[src/inc/rsmu_cfg.svh]
// constants of the rotate, shift and mask unit
// assumes one 25 MHz core clock and a decode stage that issues one op per cycle
// How it works
// - variable rotate uses amount low five bits
// - mask ones from begin through end inclusive
// - begin after end wraps mask ones around
// - variable rotate writes rotated AND mask
// - record bit updates condition field zero
// - mask 0 to 31 gives plain rotation
// - immediate right shift equals rotate mask alias
// - left shift discards top, zero fills right
// - left shift amount bit 26 gives zero
// - right shift discards bottom, zero fills left
// - right shift amount bit 26 gives zero
// - algebraic shift fills with source sign bit
// - carry set when negative and ones lost
// - algebraic bit 26 copies sign everywhere, carry
// - immediate algebraic shift uses immediate count
// - immediate rotate then AND with mask
`ifndef RSMU_CFG_SVH
`define RSMU_CFG_SVH
`define RSMU_W 32
`define RSMU_CNT_W 5
`define RSMU_BIT_LAST 5'h1f
`define RSMU_BIT_FIRST 5'h00
`define RSMU_AMT_KILL 5
`define RSMU_AW 8
`define RSMU_OPCNT_W 16
`define RSMU_REG_CTRL 8'h00
`define RSMU_REG_FXSTAT 8'h04
`define RSMU_REG_RESULT 8'h08
`define RSMU_REG_COND 8'h0c
`define RSMU_REG_OPCNT 8'h10
`define RSMU_CTRL_EN 0
`define RSMU_CTRL_EN_RST 1'b1
`define RSMU_FX_SO 0
`define RSMU_FX_CARRY 1
`define RSMU_CR_LT 3
`define RSMU_CR_GT 2
`define RSMU_CR_EQ 1
`define RSMU_CR_SO 0
`endif

[src/inc/rsmu_pkg.sv]
// types of the rotate, shift and mask unit
// assumes rsmu_cfg.svh is on the include path
`include "rsmu_cfg.svh"
package rsmu_pkg;
  // operations issued by decode
  typedef enum logic [2:0] {
    RSMU_OP_ROT_VAR = 3'h0,
    RSMU_OP_ROT_IMM = 3'h1,
    RSMU_OP_SHL_VAR = 3'h2,
    RSMU_OP_SHR_VAR = 3'h3,
    RSMU_OP_SRA_VAR = 3'h4,
    RSMU_OP_SRA_IMM = 3'h5
  } rsmu_op_e;
  // whole state of the core
  typedef struct packed {
    logic enable;
    logic so;
    logic carry;
    logic [`RSMU_W-1:0] result;
    logic [3:0] cond;
    logic res_valid;
    logic cond_wr;
    logic carry_wr;
    logic [`RSMU_OPCNT_W-1:0] opcnt;
    logic [`RSMU_W-1:0] rd_data;
  } rsmu_state_s;
endpackage

[src/design/rsmu_core.sv]
// rotate, shift and mask datapath with its small register port
// assumes decode holds operands stable with op_valid_in for one cycle
//
// Our own choices: the register addresses and strobed register access.
`include "rsmu_cfg.svh"
module rsmu_core (
  input wire logic clk_sys_in,
  input wire logic rstn_in,
  input wire logic op_valid_in,
  input wire rsmu_pkg::rsmu_op_e op_code_in,
  input wire logic [`RSMU_W-1:0] source_gpr_in,
  input wire logic [`RSMU_W-1:0] amount_gpr_in,
  input wire logic [`RSMU_CNT_W-1:0] imm_count_in,
  input wire logic [`RSMU_CNT_W-1:0] mask_begin_in,
  input wire logic [`RSMU_CNT_W-1:0] mask_end_in,
  input wire logic record_bit_in,
  output logic op_ready_out,
  output logic [`RSMU_W-1:0] dest_gpr_out,
  output logic dest_wr_out,
  output logic [3:0] cond_field_zero_out,
  output logic cond_wr_out,
  output logic algebraic_out_flag_out,
  output logic carry_wr_out,
  input wire logic [`RSMU_AW-1:0] reg_addr_in,
  input wire logic [`RSMU_W-1:0] reg_wdata_in,
  input wire logic reg_wr_in,
  input wire logic reg_rd_in,
  output logic [`RSMU_W-1:0] reg_rdata_out
);
  import rsmu_pkg::*;

  rsmu_state_s st_reg;
  rsmu_state_s st_next;
  logic op_fire;
  logic [`RSMU_CNT_W-1:0] amt_lo;
  logic amt_kill;
  logic [`RSMU_CNT_W-1:0] rot_n;
  logic [`RSMU_CNT_W-1:0] mb_sel;
  logic [`RSMU_CNT_W-1:0] me_sel;
  logic kill;
  logic arith;
  logic [`RSMU_W-1:0] rot_val;
  logic [`RSMU_W-1:0] mask_raw;
  logic [`RSMU_W-1:0] mask_eff;
  logic sign_fill;
  logic [`RSMU_W-1:0] res_calc;
  logic carry_calc;
  logic [3:0] cond_calc;

  // left rotation toward bit 0, the most significant position
  function automatic logic [`RSMU_W-1:0] rotate_fn(input logic [`RSMU_W-1:0] x,
    input logic [`RSMU_CNT_W-1:0] n);
    logic [2*`RSMU_W-1:0] d;
    d = {x, x} << n;
    return d[2*`RSMU_W-1:`RSMU_W];
  endfunction

  // accept ops only while software leaves the unit enabled
  assign op_ready_out = st_reg.enable;
  assign op_fire = op_valid_in & st_reg.enable;

  // amount register bits 27:31 and 26 sit at vector bits 4:0 and 5
  assign amt_lo = amount_gpr_in[`RSMU_CNT_W-1:0];
  assign amt_kill = amount_gpr_in[`RSMU_AMT_KILL];

  // pick rotate count and mask limits per operation
  always_comb begin
    rot_n = '0;
    mb_sel = `RSMU_BIT_FIRST;
    me_sel = `RSMU_BIT_LAST;
    kill = 1'b0;
    arith = 1'b0;
    case (op_code_in)
      RSMU_OP_ROT_VAR: begin
        rot_n = amt_lo;
        mb_sel = mask_begin_in;
        me_sel = mask_end_in;
      end
      RSMU_OP_ROT_IMM: begin
        rot_n = imm_count_in;
        mb_sel = mask_begin_in;
        me_sel = mask_end_in;
      end
      RSMU_OP_SHL_VAR: begin
        rot_n = amt_lo;
        me_sel = `RSMU_BIT_LAST - amt_lo;
        kill = amt_kill;
      end
      RSMU_OP_SHR_VAR: begin
        rot_n = `RSMU_BIT_FIRST - amt_lo;
        mb_sel = amt_lo;
        kill = amt_kill;
      end
      RSMU_OP_SRA_VAR: begin
        rot_n = `RSMU_BIT_FIRST - amt_lo;
        mb_sel = amt_lo;
        kill = amt_kill;
        arith = 1'b1;
      end
      RSMU_OP_SRA_IMM: begin
        rot_n = `RSMU_BIT_FIRST - imm_count_in;
        mb_sel = imm_count_in;
        arith = 1'b1;
      end
      default: begin
        kill = 1'b1;
      end
    endcase
  end

  // shared mask generator
  rsmu_mask_gen rsmu_mask_gen_i (
    .mask_begin_in(mb_sel),
    .mask_end_in(me_sel),
    .mask_out(mask_raw)
  );

  // rotate, mask, sign fill and carry out
  always_comb begin
    rot_val = rotate_fn(source_gpr_in, rot_n);
    mask_eff = kill ? '0 : mask_raw;
    sign_fill = arith & source_gpr_in[`RSMU_W-1];
    res_calc = (rot_val & mask_eff) | ({`RSMU_W{sign_fill}} & ~mask_eff);
    carry_calc = sign_fill & (|(rot_val & ~mask_eff));
  end

  // signed classification of the result plus summary overflow
  always_comb begin
    cond_calc = '0;
    cond_calc[`RSMU_CR_LT] = res_calc[`RSMU_W-1];
    cond_calc[`RSMU_CR_GT] = ~res_calc[`RSMU_W-1] & (|res_calc);
    cond_calc[`RSMU_CR_EQ] = ~(|res_calc);
    cond_calc[`RSMU_CR_SO] = st_reg.so;
  end

  // next state: op results, register writes, register reads
  always_comb begin
    st_next = st_reg;
    st_next.res_valid = 1'b0;
    st_next.cond_wr = 1'b0;
    st_next.carry_wr = 1'b0;
    st_next.rd_data = '0;
    if (reg_wr_in) begin
      case (reg_addr_in)
        `RSMU_REG_CTRL: st_next.enable = reg_wdata_in[`RSMU_CTRL_EN];
        `RSMU_REG_FXSTAT: begin
          st_next.so = reg_wdata_in[`RSMU_FX_SO];
          st_next.carry = reg_wdata_in[`RSMU_FX_CARRY];
        end
        default: st_next.enable = st_reg.enable;
      endcase
    end
    // an algebraic shift in the same cycle overrides a software carry write
    if (op_fire) begin
      st_next.result = res_calc;
      st_next.res_valid = 1'b1;
      st_next.opcnt = st_reg.opcnt + 1'b1;
      if (arith) begin
        st_next.carry = carry_calc;
        st_next.carry_wr = 1'b1;
      end
      if (record_bit_in) begin
        st_next.cond = cond_calc;
        st_next.cond_wr = 1'b1;
      end
    end
    if (reg_rd_in) begin
      case (reg_addr_in)
        `RSMU_REG_CTRL: st_next.rd_data[`RSMU_CTRL_EN] = st_reg.enable;
        `RSMU_REG_FXSTAT: begin
          st_next.rd_data[`RSMU_FX_SO] = st_reg.so;
          st_next.rd_data[`RSMU_FX_CARRY] = st_reg.carry;
        end
        `RSMU_REG_RESULT: st_next.rd_data = st_reg.result;
        `RSMU_REG_COND: st_next.rd_data[3:0] = st_reg.cond;
        `RSMU_REG_OPCNT: st_next.rd_data[`RSMU_OPCNT_W-1:0] = st_reg.opcnt;
        default: st_next.rd_data = '0;
      endcase
    end
  end

  // state register
  always_ff @(posedge clk_sys_in or negedge rstn_in) begin
    if (!rstn_in) begin
      st_reg <= '{enable: `RSMU_CTRL_EN_RST, default: '0};
    end else begin
      st_reg <= st_next;
    end
  end

  // outputs straight from the state
  assign dest_gpr_out = st_reg.result;
  assign dest_wr_out = st_reg.res_valid;
  assign cond_field_zero_out = st_reg.cond;
  assign cond_wr_out = st_reg.cond_wr;
  assign algebraic_out_flag_out = st_reg.carry;
  assign carry_wr_out = st_reg.carry_wr;
  assign reg_rdata_out = st_reg.rd_data;

  // reference values sampled by the checks below
  logic [`RSMU_W-1:0] chk_rot;
  logic [`RSMU_W-1:0] chk_shl;
  logic [`RSMU_W-1:0] chk_shr;
  logic [`RSMU_W-1:0] chk_sra;
  logic [`RSMU_W-1:0] chk_lowmask;
  logic chk_carry;
  logic [`RSMU_W-1:0] chk_rot_imm;
  logic [`RSMU_W-1:0] chk_shr_var;
  logic [`RSMU_W-1:0] chk_sra_var;
  logic [`RSMU_W-1:0] chk_varmask;
  logic chk_carry_var;
  logic [`RSMU_W-1:0] chk_hi;
  logic [`RSMU_W-1:0] chk_lo;
  logic [`RSMU_W-1:0] chk_mask;
  always_comb begin
    chk_rot = rotate_fn(source_gpr_in, amt_lo);
    chk_shl = source_gpr_in << amt_lo;
    chk_shr = source_gpr_in >> mask_begin_in;
    chk_sra = $signed(source_gpr_in) >>> imm_count_in;
    chk_lowmask = ~({`RSMU_W{1'b1}} << imm_count_in);
    chk_carry = source_gpr_in[`RSMU_W-1] & (|(source_gpr_in & chk_lowmask));
    chk_rot_imm = rotate_fn(source_gpr_in, imm_count_in);
    chk_shr_var = source_gpr_in >> amt_lo;
    chk_sra_var = $signed(source_gpr_in) >>> amt_lo;
    chk_varmask = ~({`RSMU_W{1'b1}} << amt_lo);
    chk_carry_var = source_gpr_in[`RSMU_W-1] & (|(source_gpr_in & chk_varmask));
  end

  // mask reference from two shifted runs of ones, apart from the generator
  always_comb begin
    chk_hi = {`RSMU_W{1'b1}} >> mask_begin_in;
    chk_lo = {`RSMU_W{1'b1}} << (`RSMU_BIT_LAST - mask_end_in);
    chk_mask = (mask_begin_in > mask_end_in) ? (chk_hi | chk_lo) : (chk_hi & chk_lo);
  end
endmodule

[src/design/rsmu_mask_gen.sv]
// mask generator: ones from begin through end, wrapping when begin follows end
// assumes bit 0 is the most significant position of the word
`include "rsmu_cfg.svh"
module rsmu_mask_gen (
  input wire logic [`RSMU_CNT_W-1:0] mask_begin_in,
  input wire logic [`RSMU_CNT_W-1:0] mask_end_in,
  output logic [`RSMU_W-1:0] mask_out
);
  import rsmu_pkg::*;
  logic wrap;
  // begin after end means the ones run through bit 31 back to bit 0
  assign wrap = (mask_begin_in > mask_end_in);
  // one compare pair per bit, vector index j is position 31-j
  for (genvar j = 0; j < `RSMU_W; j++) begin : g_bit
    localparam logic [`RSMU_CNT_W-1:0] POS = `RSMU_BIT_LAST - 5'(j);
    logic ge_b;
    logic le_e;
    assign ge_b = (POS >= mask_begin_in);
    assign le_e = (POS <= mask_end_in);
    assign mask_out[j] = wrap ? (ge_b | le_e) : (ge_b & le_e);
  end
endmodule

[config.mk]
export PLATFORM = sky130hd
export DESIGN_NAME = rsmu_core
export DESIGN_NICKNAME = d
export VERILOG_FILES = /design/src/inc/rsmu_pkg.sv /design/src/design/rsmu_core.sv /design/src/design/rsmu_mask_gen.sv
export VERILOG_INCLUDE_DIRS = /design/src /design/src/inc
export SDC_FILE = /design/constraint.sdc
export NUM_CORES = 1
export LEC_CHECK = 0
export ABC_AREA = 1
export BUFFER_PORTS_ARGS = -buffer_cell sky130_fd_sc_hd__buf_2
export CAP_MARGIN = 25
export CORE_MARGIN = 4
export CORE_UTILIZATION = 50
export DETAILED_ROUTE_END_ITERATION = 6
export PLACE_DENSITY = 0.78
export SYNTH_ARGS = -nofsm -noshare
export SYNTH_HDL_FRONTEND = slang
export SYNTH_SLANG_ARGS = --single-unit
[constraint.sdc]
create_clock -name clk_sys_in -period 1.9 [get_ports clk_sys_in]
set_input_delay 0.38 -clock clk_sys_in [delete_from_list [all_inputs] [get_ports clk_sys_in]]
set_output_delay 0.38 -clock clk_sys_in [all_outputs]
set_load 0.1 [all_outputs]
==> impl_metrics.tcl <==
set metrics [dict create \
    outcome "finished with violations" \
    failed_checks "negative setup slack" \
    grtUsageTotal 0.351 \
    r2r-start "op_ready_out$_DFFE_PN1P_" \
    cts_sinks 90 \
    htreeDepth 3 \
    worst_r2r_path_depth 8 \
    seqCellArea_sq_um 2260 \
    syn_inst 1419 \
    dr_wl_met3_mm 3.13 \
    dp_hpwl_mm 26.0 \
    multi_input_area_sq_um 6410 \
    grt_setup_unrepaired "yes" \
    finalHoldWorstSlack_ps 235 \
    fin_ws_ps -1280 \
    clk-insertion-delay-late_ps 350 \
    slew_headroom 0.480 \
    drv_slew 0 \
    mostFrequentLayoutCell "nand2_1" \
    yosysSeqAreaShare 0.262 \
    overflow 0 \
    core_sq_um 16700 \
    root_buffer "clkbuf_16" \
    routed_wl_mm 36.5 \
    post-route-period-util 1.67 \
    avgSynthCellArea_sq_um 6.07 \
    ys_async_sr_fraction 1.00 \
    critical_path.slowest_cell "ha_4" \
    core.rowCount 47 \
    via_count 11100 \
    boundaryPins 201 \
    fmax_mhz 314 \
    fin_util 0.774 \
    crit_top_cell "nand2_1" \
    synth_area_sq_um 8610 \
    grt_pass1_vias 10400 \
    highest_layer "met4" \
    power_density_nw_per_um2 960 \
    drive_gt1_frac 0.448 \
    worstHoldPathCells 2 \
    r2r_setup_slack_ps -160 \
    diodes 0 \
    drt_first_pass_iters 6 \
    grt_max_degree 68 \
    die_area_sq_um 19400 \
    crit_fanout 6 \
    hold_viol 0 \
    antenna_found_initial 0 \
    worstPathArrival_ps 3430 \
    fin_crit_ps 3180 \
    hp-class "input pin to flip-flop" \
    hold_start "reg_wr_in" \
    port_buffers 144 \
    clock_skew_ps 13.4 \
    wl_met2_mm 16.9 \
    synthDistinctLibCells 45 \
    die_y_um 139 \
    ant_nets 0 \
    clk_pin_slew_worst_paths_ps 70 \
    met1Wirelength_mm 14.6 \
    setup_violations 41 \
    start_util 0.515 \
    wl_per_cell_um 18.9 \
    routed_via_density 5.75 \
    syn2layout_area_growth_pct 50.3 \
    synth_top_area_share 0.259 \
    final_nets 1838 \
    crit_type "input pin to flip-flop" \
    synth_nets 1554 \
    synthFlopType "dfrtp_1" \
    yosysWarnings 0 \
    clockBufferDepth 2 \
    yosys.area.top_type "dfrtp_1" \
    endpoint_kind "flip-flop" \
    ys_ff_latch 90 \
    p_leak_nw 6.93 \
    routabilityCongestion 0.979 \
    die_w_um 139 \
    synth_edf_count 0 \
    min_to "op_ready_out$_DFFE_PN1P_" \
    irDropWorstVdd_mv 0.987 \
    cts_buffers 9 \
    r2r_end "st_reg[47]$_DFFE_PN0P_" \
    cpPeakStageDelay_ps 280 \
    required_ps 2150 \
    tightest_slew_ps 780 \
    drv_cap 0 \
    fillers 1279 \
    grt_pass1_wl_mm 55.2 \
    drt-initial-drc-count 1211 \
    synth_area_leaders "dfrtp_1 26%, nand3_1 19%, nand2_1 18%, buf_4 6.6%, inv_1 6.0%" \
    final_cell_mix "332 x nand2_1, 222 x nand3_1, 192 x buf_4" \
    startpoint_type "input pin" \
    remaining_drc_errors 0 \
    cts_tree "done" \
]
## layout make-up
type                       instances  share of cell area
sequential                        90               0.175
clock inverter                     7             0.00513
timing repair buffer             394               0.234
tap                              220              0.0213
clock buffer                       9              0.0174
timing repair inverter             2             0.00193
multi-input combinational       1045               0.495
inverter                         161              0.0507
## where the power goes
| group | internal (mW) | total [mW] | switching [mW] |
|---|---|---|---|
| Clock | 0.924 | 1.77 | 0.848 |
| Combinational | 2.45 | 8.09 | 5.64 |
| Sequential | 2.24 | 2.55 | 0.318 |
## logic make-up after synthesis
kind of cell,Yosys count,share of synthesized area
simple gates,881,0.457
fa+ha+maj,7,0.0102
buf+inv,284,0.161
xor+xnor,14,0.0142
flops,90,0.262
compound gates,143,0.0954
## how the worst max path moves through the flow
stage	endpoint	slack (ps)	depth (start not counted)	start
3_3_place_gp	cond_field_zero_out[2]$_DFFE_PN0P_	-1580	26	op_code_in[2]
6_report	cond_field_zero_out[2]$_DFFE_PN0P_	-1280	29	op_code_in[2]
5_1_grt	cond_field_zero_out[2]$_DFFE_PN0P_	-1460	29	op_code_in[2]
3_5_place_dp	cond_field_zero_out[2]$_DFFE_PN0P_	-1660	26	op_code_in[2]
4_1_cts	cond_field_zero_out[2]$_DFFE_PN0P_	-1070	29	op_code_in[2]
2_1_floorplan	cond_field_zero_out[2]$_DFFE_PN0P_	-1010	28	op_code_in[2]
## synth_stat cells, types with 20 or more instances
cell type    n
buf_4       76
clkbuf_1    20
nand3_1    331
inv_2       20
buf_2       24
inv_1      138
dfrtp_1     89
a21oi_1     22
nand2_1    407
o21ai_0     64
nor2_1      90
o21ai_1     28
## what timing repair did
| item | 4_1_cts | 5_1_grt |
|---|---|---|
| pin swaps | 78 | 44 |
| hold endpoints to repair | 21 | 0 |
| cloned | 5 | 0 |
| hold buffers | 1 | 0 |
| gates resized for setup | 286 | 137 |
| endpoints found under the setup margin | 41 | 44 |
| buffers inserted | 46 | 20 |
## critical path: cells and delay by family
family	cells	cell delay (ps)
simple gates	18	1630
buf+inv	6	620
compound gates	4	500
fa+ha+maj	1	280
## per-layer routing
metal | GRT usage | vias up
li1 | - | 5143
met1 | 0.472 | 5214
met2 | 0.569 | 605
met3 | 0.0583 | 128
met4 | 0.134 | 0
met5 | 0 | -
## metrics by stage
stage               cell area [sq um]  total power [mW]  setup slack (ps)  setup TNS (ps)  cells
finish                          12900              12.4             -1280          -29030   1928
global route                    12900              13.0             -1460          -34060   1928
CTS                             12300              11.8             -1070          -25110   1911
detailed placement              10500              9.12             -1660          -47060   1853
global placement                10500              9.04             -1580          -43120   1853
floorplan                        8810              7.56             -1010          -22460   1419
No activity file was read; power rests on OpenSTA's default activity.
